==> src/core/fcg_pkg.sv <==
// constants for the fan controller global configuration block
package fcg_pkg;
  // ==========================================================
  // register map
  localparam logic [7:0] GCFG_ADDR = 8'h00;
  localparam logic [7:0] GCFG_RST = 8'h00;
  // ==========================================================
  // field positions of the global configuration register
  localparam int BIT_STANDBY = 7;
  localparam int BIT_SOFT_RST = 6;
  localparam int BIT_BUS_TO_DIS = 5;
  localparam int BIT_FAIL_FULL_DIS = 4;
  localparam int BIT_OSC_XTAL = 3;
  localparam int BIT_WD_HI = 2;
  localparam int BIT_WD_LO = 1;
  localparam int BIT_WD_STAT = 0;
  // ==========================================================
  // watchdog period codes
  localparam logic [1:0] WD_OFF = 2'h0;
  localparam logic [1:0] WD_SEL1 = 2'h1;
  localparam logic [1:0] WD_SEL2 = 2'h2;
  localparam logic [1:0] WD_SEL3 = 2'h3;
  // ==========================================================
  // timing
  localparam int unsigned CLK_HZ = 125_000_000;
  localparam int unsigned WD_P1_S = 2;
  localparam int unsigned WD_P2_S = 6;
  localparam int unsigned WD_P3_S = 10;
  localparam int unsigned BUS_TO_MS = 35;
  localparam int unsigned WD1_CYC = WD_P1_S * CLK_HZ;
  localparam int unsigned WD2_CYC = WD_P2_S * CLK_HZ;
  localparam int unsigned WD3_CYC = WD_P3_S * CLK_HZ;
  localparam int unsigned BUS_TO_CYC = BUS_TO_MS * (CLK_HZ / 1000);
  localparam int NUM_FANS = 4;
endpackage

==> src/core/fcg_wd_if.sv <==
// link between the configuration register and the watchdog timer
`timescale 1ns/1ns
interface fcg_wd_if;
  logic [1:0] period_sel;
  logic kick;
  logic clear;
  logic expired;
  modport ctrl (output period_sel, output kick, output clear, input expired);
  modport timer (input period_sel, input kick, input clear, output expired);
endinterface

==> src/core/fcg_wd_timer.sv <==
// bus watchdog timer with selectable period
`timescale 1ns/1ns
module fcg_wd_timer #(
  parameter int unsigned WD1_CYC = fcg_pkg::WD1_CYC,
  parameter int unsigned WD2_CYC = fcg_pkg::WD2_CYC,
  parameter int unsigned WD3_CYC = fcg_pkg::WD3_CYC
) (
  input wire logic clk_sys_i,
  input wire logic rst_i,
  fcg_wd_if.timer wd
);
  logic [31:0] cnt_r;
  logic [31:0] cnt_nxt;
  logic [31:0] lim;
  logic active;
  logic hit;
  logic expired_r;
  logic expired_nxt;

  // ==========================================================
  // period decode
  assign lim = (wd.period_sel == fcg_pkg::WD_SEL1) ? 32'(WD1_CYC) :
               (wd.period_sel == fcg_pkg::WD_SEL2) ? 32'(WD2_CYC) : 32'(WD3_CYC);
  assign active = (wd.period_sel != fcg_pkg::WD_OFF); // RULE12
  assign hit = active && (cnt_r >= lim - 32'h0000_0001);
  // a valid transaction restarts the count and lifts the timeout
  assign cnt_nxt = (wd.kick || wd.clear || !active || expired_r) ? 32'h0000_0000 :
                   cnt_r + 32'h0000_0001; // RULE9
  assign expired_nxt = (wd.kick || wd.clear || !active) ? 1'b0 :
                       (hit ? 1'b1 : expired_r); // RULE10 RULE11
  assign wd.expired = expired_r;

  // counter and timeout flag
  always_ff @(posedge clk_sys_i or posedge rst_i) begin
    if (rst_i) begin
      cnt_r <= 32'h0000_0000;
      expired_r <= 1'b0;
    end else begin
      cnt_r <= cnt_nxt;
      expired_r <= expired_nxt;
    end
  end

  property p_kick_clears;
    @(posedge clk_sys_i) disable iff (rst_i) wd.kick |=> !expired_r && cnt_r == 32'h0000_0000;
  endproperty
  a_kick_clears: assert property (p_kick_clears) else $error("kick did not restart watchdog"); // RULE9

  property p_expire;
    @(posedge clk_sys_i) disable iff (rst_i)
      (active && !wd.kick && !wd.clear && cnt_r == lim - 32'h0000_0001) |=> expired_r;
  endproperty
  a_expire: assert property (p_expire) else $error("watchdog missed its period"); // RULE10

  property p_off_never_expires;
    @(posedge clk_sys_i) disable iff (rst_i) (wd.period_sel == fcg_pkg::WD_OFF) |=> !expired_r;
  endproperty
  a_off_never_expires: assert property (p_off_never_expires) else $error("disabled watchdog expired"); // RULE12
endmodule

==> src/core/fcg_gcfg_top.sv <==
// global configuration register, bus timeout, fan fail policy and watchdog
// Notes on behaviour
// (RULE1) bit 7: 0 run, 1 standby
// (RULE2) writing bit 6 restores power-on values
// (RULE3) soft reset bit always reads zero
// (RULE4) bit 5 low: reset bus after 35ms
// (RULE5) bit 4 low: one failure forces others full
// (RULE6) bit 3 picks internal or crystal source
// (RULE7) stay internal until crystal has started
// (RULE8) dead crystal means internal oscillator continues
// (RULE9) valid transactions restart the watchdog count
// (RULE10) watchdog timeout drives all fans full
// (RULE11) resumed traffic restores previous fan drive
// (RULE12) bits 2:1: off, 2s, 6s, 10s
// (RULE13) period field loads from strap at power-up
// (RULE14) master should access device periodically
// (RULE15) read-only watchdog status bit
// (RULE16) status at bit 0, writes ignored
`timescale 1ns/1ns
module fcg_gcfg_top #(
  parameter int unsigned BUS_TO_CYC = fcg_pkg::BUS_TO_CYC,
  parameter int unsigned WD1_CYC = fcg_pkg::WD1_CYC,
  parameter int unsigned WD2_CYC = fcg_pkg::WD2_CYC,
  parameter int unsigned WD3_CYC = fcg_pkg::WD3_CYC
) (
  input wire logic clk_sys_i,
  input wire logic rst_i,
  input wire logic [7:0] reg_addr_i,
  input wire logic reg_wr_i,
  input wire logic [7:0] reg_wdata_i,
  input wire logic reg_rd_i,
  output logic [7:0] reg_rdata_o,
  input wire logic txn_valid_i,
  input wire logic sda_i,
  input wire logic watchdog_default_strap_pin_i,
  input wire logic xtal_running_i,
  input wire logic [3:0] fan_fail_i,
  output logic standby_o,
  output logic soft_reset_o,
  output logic i2c_reset_o,
  output logic osc_xtal_o,
  output logic [3:0] force_full_o
);
  fcg_wd_if wd ();

  // ==========================================================
  // register state
  logic standby_r;
  logic bus_to_dis_r;
  logic fail_full_dis_r;
  logic osc_sel_r;
  logic [1:0] wd_sel_r;
  logic strap_pend_r;
  logic soft_reset_r;
  logic [7:0] rdata_r;
  logic i2c_reset_r;
  logic osc_xtal_r;
  logic [3:0] force_full_r;
  logic [31:0] sda_lo_cnt_r;
  logic [31:0] sda_lo_cnt_nxt;

  // ==========================================================
  // access decode
  logic cfg_hit;
  logic cfg_wr;
  logic cfg_rd;
  logic do_soft_rst;
  logic [7:0] cfg_view;
  logic [7:0] rdata_nxt;
  logic sda_stuck;

  assign cfg_hit = (reg_addr_i == fcg_pkg::GCFG_ADDR);
  assign cfg_wr = reg_wr_i && cfg_hit;
  assign cfg_rd = reg_rd_i && cfg_hit;
  assign do_soft_rst = cfg_wr && reg_wdata_i[fcg_pkg::BIT_SOFT_RST]; // RULE2

  // readback: soft reset bit is never stored, status is live
  assign cfg_view = {standby_r, 1'b0, bus_to_dis_r, fail_full_dis_r, osc_sel_r,
                     wd_sel_r, wd.expired}; // RULE3 RULE15 RULE16
  // unmapped addresses read as zero
  assign rdata_nxt = cfg_rd ? cfg_view : (reg_rd_i ? 8'h00 : rdata_r);

  // control bits; a soft reset wins over the rest of the same write
  always_ff @(posedge clk_sys_i or posedge rst_i) begin
    if (rst_i) begin
      standby_r <= fcg_pkg::GCFG_RST[fcg_pkg::BIT_STANDBY];
      bus_to_dis_r <= fcg_pkg::GCFG_RST[fcg_pkg::BIT_BUS_TO_DIS];
      fail_full_dis_r <= fcg_pkg::GCFG_RST[fcg_pkg::BIT_FAIL_FULL_DIS];
      osc_sel_r <= fcg_pkg::GCFG_RST[fcg_pkg::BIT_OSC_XTAL];
    end else if (do_soft_rst) begin
      standby_r <= fcg_pkg::GCFG_RST[fcg_pkg::BIT_STANDBY]; // RULE2
      bus_to_dis_r <= fcg_pkg::GCFG_RST[fcg_pkg::BIT_BUS_TO_DIS];
      fail_full_dis_r <= fcg_pkg::GCFG_RST[fcg_pkg::BIT_FAIL_FULL_DIS];
      osc_sel_r <= fcg_pkg::GCFG_RST[fcg_pkg::BIT_OSC_XTAL];
    end else if (cfg_wr) begin
      standby_r <= reg_wdata_i[fcg_pkg::BIT_STANDBY]; // RULE1
      bus_to_dis_r <= reg_wdata_i[fcg_pkg::BIT_BUS_TO_DIS]; // RULE4
      fail_full_dis_r <= reg_wdata_i[fcg_pkg::BIT_FAIL_FULL_DIS]; // RULE5
      osc_sel_r <= reg_wdata_i[fcg_pkg::BIT_OSC_XTAL]; // RULE6
    end
  end

  // period field: strap is caught one cycle after reset or soft reset
  always_ff @(posedge clk_sys_i or posedge rst_i) begin
    if (rst_i) begin
      wd_sel_r <= fcg_pkg::WD_OFF;
      strap_pend_r <= 1'b1;
    end else if (do_soft_rst) begin
      strap_pend_r <= 1'b1;
    end else if (strap_pend_r) begin
      wd_sel_r <= watchdog_default_strap_pin_i ? fcg_pkg::WD_SEL3 : fcg_pkg::WD_OFF; // RULE13
      strap_pend_r <= 1'b0;
    end else if (cfg_wr) begin
      wd_sel_r <= reg_wdata_i[fcg_pkg::BIT_WD_HI:fcg_pkg::BIT_WD_LO]; // RULE12
    end
  end

  // ==========================================================
  // watchdog hookup; any valid transaction counts as a kick
  assign wd.period_sel = wd_sel_r;
  assign wd.kick = txn_valid_i; // RULE9 RULE11
  assign wd.clear = do_soft_rst || strap_pend_r;

  fcg_wd_timer #(
    .WD1_CYC(WD1_CYC),
    .WD2_CYC(WD2_CYC),
    .WD3_CYC(WD3_CYC)
  ) u_wd (
    .clk_sys_i(clk_sys_i),
    .rst_i(rst_i),
    .wd(wd)
  );

  // ==========================================================
  // bus stuck timeout: counts while data line is held low
  // stuck while the line is still low and the count equals the limit
  assign sda_stuck = !bus_to_dis_r && !sda_i && (sda_lo_cnt_r == BUS_TO_CYC); // RULE4
  // counter parks one past the limit so the reset pulse fires once per stuck episode
  assign sda_lo_cnt_nxt = (sda_i || bus_to_dis_r) ? 32'h0000_0000 :
                          ((sda_lo_cnt_r > BUS_TO_CYC) ? sda_lo_cnt_r : sda_lo_cnt_r + 32'h0000_0001);

  always_ff @(posedge clk_sys_i or posedge rst_i) begin
    if (rst_i) begin
      sda_lo_cnt_r <= 32'h0000_0000;
      i2c_reset_r <= 1'b0;
    end else begin
      sda_lo_cnt_r <= sda_lo_cnt_nxt;
      i2c_reset_r <= sda_stuck; // RULE4
    end
  end

  // ==========================================================
  // fan full-drive policy, one term per channel
  genvar g;
  generate
    for (g = 0; g < fcg_pkg::NUM_FANS; g++) begin : g_fan
      logic other_fail;
      assign other_fail = |(fan_fail_i & ~(4'h1 << g));
      // forcing is released one cycle after the watchdog flag drops, so the
      // drive registers elsewhere keep their previous value
      always_ff @(posedge clk_sys_i or posedge rst_i) begin
        if (rst_i) begin
          force_full_r[g] <= 1'b0;
        end else begin
          force_full_r[g] <= (!fail_full_dis_r && other_fail) || wd.expired; // RULE5 RULE10 RULE11
        end
      end
    end
  endgenerate

  // ==========================================================
  // clock source: crystal used only while it reports running
  always_ff @(posedge clk_sys_i or posedge rst_i) begin
    if (rst_i) begin
      osc_xtal_r <= 1'b0;
    end else begin
      osc_xtal_r <= osc_sel_r && xtal_running_i; // RULE7 RULE8
    end
  end

  // read data and soft reset pulse
  always_ff @(posedge clk_sys_i or posedge rst_i) begin
    if (rst_i) begin
      rdata_r <= 8'h00;
      soft_reset_r <= 1'b0;
    end else begin
      rdata_r <= rdata_nxt;
      soft_reset_r <= do_soft_rst; // RULE2
    end
  end

  assign reg_rdata_o = rdata_r;
  assign standby_o = standby_r;
  assign soft_reset_o = soft_reset_r;
  assign i2c_reset_o = i2c_reset_r;
  assign osc_xtal_o = osc_xtal_r;
  assign force_full_o = force_full_r;

  // ==========================================================
  // checks
  property p_standby;
    @(posedge clk_sys_i) disable iff (rst_i)
      (cfg_wr && !do_soft_rst) |=> standby_o == $past(reg_wdata_i[fcg_pkg::BIT_STANDBY]);
  endproperty
  a_standby: assert property (p_standby) else $error("standby bit not applied"); // RULE1

  property p_soft_rst;
    @(posedge clk_sys_i) disable iff (rst_i)
      do_soft_rst |=> soft_reset_o && !standby_o && !osc_sel_r && strap_pend_r;
  endproperty
  a_soft_rst: assert property (p_soft_rst) else $error("soft reset did not restore values"); // RULE2

  property p_rst_bit_zero;
    @(posedge clk_sys_i) disable iff (rst_i) $past(cfg_rd) |-> !reg_rdata_o[fcg_pkg::BIT_SOFT_RST];
  endproperty
  a_rst_bit_zero: assert property (p_rst_bit_zero) else $error("soft reset bit read back as one"); // RULE3

  property p_bus_to;
    @(posedge clk_sys_i) disable iff (rst_i)
      i2c_reset_o |-> !$past(sda_i) && !$past(bus_to_dis_r) && $past(sda_lo_cnt_r) == BUS_TO_CYC;
  endproperty
  a_bus_to: assert property (p_bus_to) else $error("bus reset without stuck data line"); // RULE4

  property p_bus_to_once;
    @(posedge clk_sys_i) disable iff (rst_i) i2c_reset_o |=> !i2c_reset_o;
  endproperty
  a_bus_to_once: assert property (p_bus_to_once) else $error("bus reset pulse repeated"); // RULE4

  property p_fail_full;
    @(posedge clk_sys_i) disable iff (rst_i) (!fail_full_dis_r && fan_fail_i[0]) |=> force_full_o[1];
  endproperty
  a_fail_full: assert property (p_fail_full) else $error("fan failure did not force others full"); // RULE5

  property p_xtal;
    @(posedge clk_sys_i) disable iff (rst_i) osc_xtal_o |-> $past(osc_sel_r && xtal_running_i);
  endproperty
  a_xtal: assert property (p_xtal) else $error("crystal used before it started"); // RULE7

  property p_xtal_fail;
    @(posedge clk_sys_i) disable iff (rst_i) !xtal_running_i |=> !osc_xtal_o;
  endproperty
  a_xtal_fail: assert property (p_xtal_fail) else $error("no fallback to internal oscillator"); // RULE8

  property p_wd_full;
    @(posedge clk_sys_i) disable iff (rst_i) wd.expired |=> force_full_o == 4'hF;
  endproperty
  a_wd_full: assert property (p_wd_full) else $error("watchdog timeout did not force fans"); // RULE10

  property p_strap;
    @(posedge clk_sys_i) disable iff (rst_i)
      (strap_pend_r && !do_soft_rst) |=> wd_sel_r == {2{$past(watchdog_default_strap_pin_i)}};
  endproperty
  a_strap: assert property (p_strap) else $error("period field not loaded from strap"); // RULE13

  property p_status;
    @(posedge clk_sys_i) disable iff (rst_i) cfg_rd |=> reg_rdata_o[0] == $past(wd.expired);
  endproperty
  a_status: assert property (p_status) else $error("watchdog status misreported"); // RULE15
endmodule

==> config.mk <==
export PLATFORM = sky130hd
export DESIGN_NAME = fcg_gcfg_top
export DESIGN_NICKNAME = d
export VERILOG_FILES = /design/src/core/fcg_pkg.sv /design/src/core/fcg_wd_if.sv /design/src/core/fcg_wd_timer.sv /design/src/core/fcg_gcfg_top.sv
export SDC_FILE = /design/constraint.sdc
export NUM_CORES = 1
export LEC_CHECK = 0
export BUFFER_PORTS_ARGS = -buffer_cell sky130_fd_sc_hd__buf_2
export CORE_MARGIN = 4
export CORE_UTILIZATION = 54
export DETAILED_ROUTE_END_ITERATION = 8
export GPL_TIMING_DRIVEN = 0
export HOLD_SLACK_MARGIN = 0.06
export PLACE_DENSITY = 0.77
export SKIP_LAST_GASP = 1
export SYNTH_ARGS = -nofsm -noshare
export SYNTH_HDL_FRONTEND = slang
export SYNTH_HIERARCHICAL = 1
export SYNTH_SLANG_ARGS = --single-unit
==> constraint.sdc <==
create_clock -name clk_sys_i -period 2.65 [get_ports clk_sys_i]
set_clock_uncertainty 0.15 [all_clocks]
set_input_delay 0.265 -clock clk_sys_i [delete_from_list [all_inputs] [get_ports clk_sys_i]]
set_output_delay 0.265 -clock clk_sys_i [all_outputs]
set_load 0.01 [all_outputs]
==> flow_summary.toml <==
[run_status]
status = "complete, but fails checks"
violations = "setup timing"

[clock_tree]
cts_htree_levels = 3
cts-root-buf = "clkbuf_8"
cts_buffers = 9
cts_sinks = 86
cts_tree = "done"
clock_path_buffers = 2
clock_latency_ns = 0.36
clkTransAtPathRegs_ns = 0.10

[detailed_routing]
num_vias = 3928
drt-total-wl_um = 10600
vias_per_cell = 5.90
wl_per_cell_um = 15.9
drt-initial-drc-count = 227
drtAntennaViolNets = 0
drc = 0
firstDrtPassIters = 4

[sta]
fin_crit_ns = 2.68
setup-violations-final = 4
rsz0062_at_grt = "yes"
fmax_mhz = 373
finalSetupTns_ns = -0.0549
final.setup.worst_slack_ns = -0.0335
post-route-period-util_pct = 101
slew_violations = 0
maxSlewHeadroom_pct = 50.0
worst_slew_pin_slew_ns = 0.744
timing_hold_violations_final = 0

[synth]
synth_nets = 534
synth_seq_cells = 86
yosys-top-cells-count = "dfrtp_1 (85), nand2_1 (42), nor2_1 (36), nand3_1 (30), a21oi_1 (28)"
synth_top_flop_cell = "dfrtp_1"
synth.yosys.seq_area_share_pct = 45.9
postSynthAreaPerCell_um2 = 9.72
syn_inst = 483
async_reset_ff_share_pct = 100
synth_edf_count = 0
ys_types = 55
synth_area_um2 = 4700
yosys.area.top_type_share_pct = 45.3
synth_largest_area_cell = "dfrtp_1"
yosys_warnings = 6
ys_top_cells_by_area = "dfrtp_1 (45%), ha_1 (6.1%), xnor2_1 (3.9%), nand2_1 (3.4%), nand3_1 (3.2%)"
synth_most_common_cell = "dfrtp_1"

[global_routing]
grt_max_degree = 41
grt_pass1_vias = 3845
overflow = 0
grtUsageTotal_pct = 21.7
antenna_found_initial = 0
grt_pass1_wl_um = 17900

[setup_path]
crit_buf_inv = 1
cp_data_required_time_ns = 2.80
critPathMaxStageDelay_ns = 0.57
cp-start-kind = "register"
critical_path_class = "reg2reg"
cp_data_arrival_time_ns = 2.83
critical_path_peak_fanout = 10
crit_path_cell_trace = "or4_4 > a21o_1 > a221o_1 > and2_1 > buf_6 > or4_1 > a21oi_2"
worstSetupEndpointType = "register"
critical_path.top_delay_family = "simple AND/OR/NAND/NOR gates"
worst_path_max_delay_cell = "or4_4"

[power]
p_sw_w = 0.000624
combPwrFrac_pct = 7.4
swShare_pct = 24.4
internal_power_w = 0.00194
ir_worst_vdd_mv = 0.306
p_clk_share_pct = 40.4
p_leak_nw = 2.47
seqPwrFrac_pct = 52.2
powerDensity_nw_per_um2 = 462

[floorplanning]
die_w_um = 101
core_um2 = 8340
die-area_um2 = 10300
start_util_pct = 56.3
rows = 33
ios = 44
chipHeight_um = 101

[layout]
fill_cells = 640
finalNetCount = 607
area_growth_pct = 17.9
drive_above_1_share_pct = 16.6
diodes = 0
fin_util_pct = 66.4

[placement]
dp_hpwl_um = 7590
gp_congestion = 0.845
io_buffers = 41

[run]
cap_violations = 0

[min_path]
hold_class = "in2reg"
[flip-flops by register name, indices dropped and copies added (netlist names)]
name             cells
sda_lo_cnt_r        32
u_wd/cnt_r          32
reg_rdata_o          7
force_full_o         4
wd.period_sel        2
bus_to_dis_r         1
fail_full_dis_r      1
i2c_reset_o          1
osc_sel_r            1
osc_xtal_o           1
soft_reset_o         1
standby_o            1
strap_pend_r         1
u_wd/wd.expired      1
[per-stage QoR]
| stage | setup slack (ns) | power, W | hold WS, ns | area, µm² | instances |
|---|---|---|---|---|---|
| 2_1_floorplan | 0.129 | 0.00146 | 0.237 | 4700 | 483 |
| 3_3_place_gp | -0.0114 | 0.00152 | 0.321 | 5030 | 629 |
| 3_5_place_dp | -0.136 | 0.00153 | 0.103 | 5050 | 630 |
| 4_1_cts | 0.00662 | 0.00257 | 0.0604 | 5430 | 662 |
| 5_1_grt | -0.0878 | 0.00266 | 0.0762 | 5540 | 666 |
| 6_report | -0.0335 | 0.00256 | 0.0723 | 5540 | 666 |
[worst paths after layout]
kind | from | to | slack [ns] | depth (start not counted)
min in group asynchronous | rst_i | sda_lo_cnt_r[11]$_DFFE_PP0P_ | 0.26 | 3
min reg2reg | sda_lo_cnt_r[31]$_DFFE_PP0P_ | sda_lo_cnt_r[31]$_DFFE_PP0P_ | 0.35 | 1
max | sda_lo_cnt_r[20]$_DFFE_PP0P_ | sda_lo_cnt_r[21]$_DFFE_PP0P_ | -0.03 | 7
min | reg_wdata_i[6] | strap_pend_r$_DFF_PP1_ | 0.07 | 3
max reg2reg | sda_lo_cnt_r[20]$_DFFE_PP0P_ | sda_lo_cnt_r[21]$_DFFE_PP0P_ | -0.03 | 7
max in group asynchronous | rst_i | strap_pend_r$_DFF_PP1_ | 1.50 | 4
[worst reg2reg max path: stages, from the launching register on]
cell and delay (ns):
dfrtp_1 0.41, or4_4 0.57, a21o_1 0.18, a221o_1 0.34, and2_1 0.19, buf_6 0.13, or4_1 0.52, a21oi_2 0.13
[power groups by stage]
stage | clock network [W] | registers, W | logic, W
detailed placement | 0 | 0.00136 | 0.000171
floorplan | 0 | 0.00136 | 0.000103
finish | 0.00103 | 0.00134 | 0.000189
CTS | 0.00105 | 0.00134 | 0.000186
global route | 0.00111 | 0.00134 | 0.000218
global placement | 0 | 0.00136 | 0.000162
[cell usage in the layout (no fill, tap or decap), drive strengths merged, types with 18 or more instances in the layout]
cell type	netlist	routed
nor2	36	36
nand2	42	42
ha	23	23
buf	6	57
clkbuf	9	18
nand3	30	30
inv	20	21
a21oi	28	28
dfrtp	85	85
xnor2	21	21
nand4	20	20
[layer usage]
layer / up-vias / share of wire [%] / GRT usage (%)
met5: - / 0 / 0
met4: 0 / 1.3 / 5.21
met3: 12 / 4.1 / 5.23
met2: 75 / 49 / 35.8
met1: 1933 / 45 / 29.1
li1: 1908 / - / -
[cell families (layout without fill, tap and decap cells)]
logic type	count (synthesis)	count (layout)	synth area share [%]
xor+xnor	27	27	5.04
mux	9	9	1.92
buf+inv	35	113	3.20
fa+ha+maj	23	23	6.13
other cells	1	1	0.0799
flops	86	86	45.9
compound gates	83	83	11.6
simple gates	219	219	26.2
[cell type report]
class | count | area (µm²) | share of cell area (%)
Multi-Input combinational cell | 362 | 2450 | 44.2
Sequential cell | 86 | 2150 | 38.9
Timing Repair Buffer | 62 | 425 | 7.68
Tap cell | 105 | 131 | 2.37
Clock buffer | 10 | 128 | 2.30
Clock inverter | 6 | 93.8 | 1.69
Buffer | 15 | 82.6 | 1.49
Inverter | 20 | 75.1 | 1.36
[repair_timing]
item / 4_1_cts / 5_1_grt
resized for setup: 2 / 10
pin swaps: 4 / 2
hold buffers: 12 / 0
setup endpoints to repair: 7 / 16
setup buffers: 4 / 3
endpoints found under the hold margin: 64 / 0
Note: power is estimated with default switching activity, not from simulation.
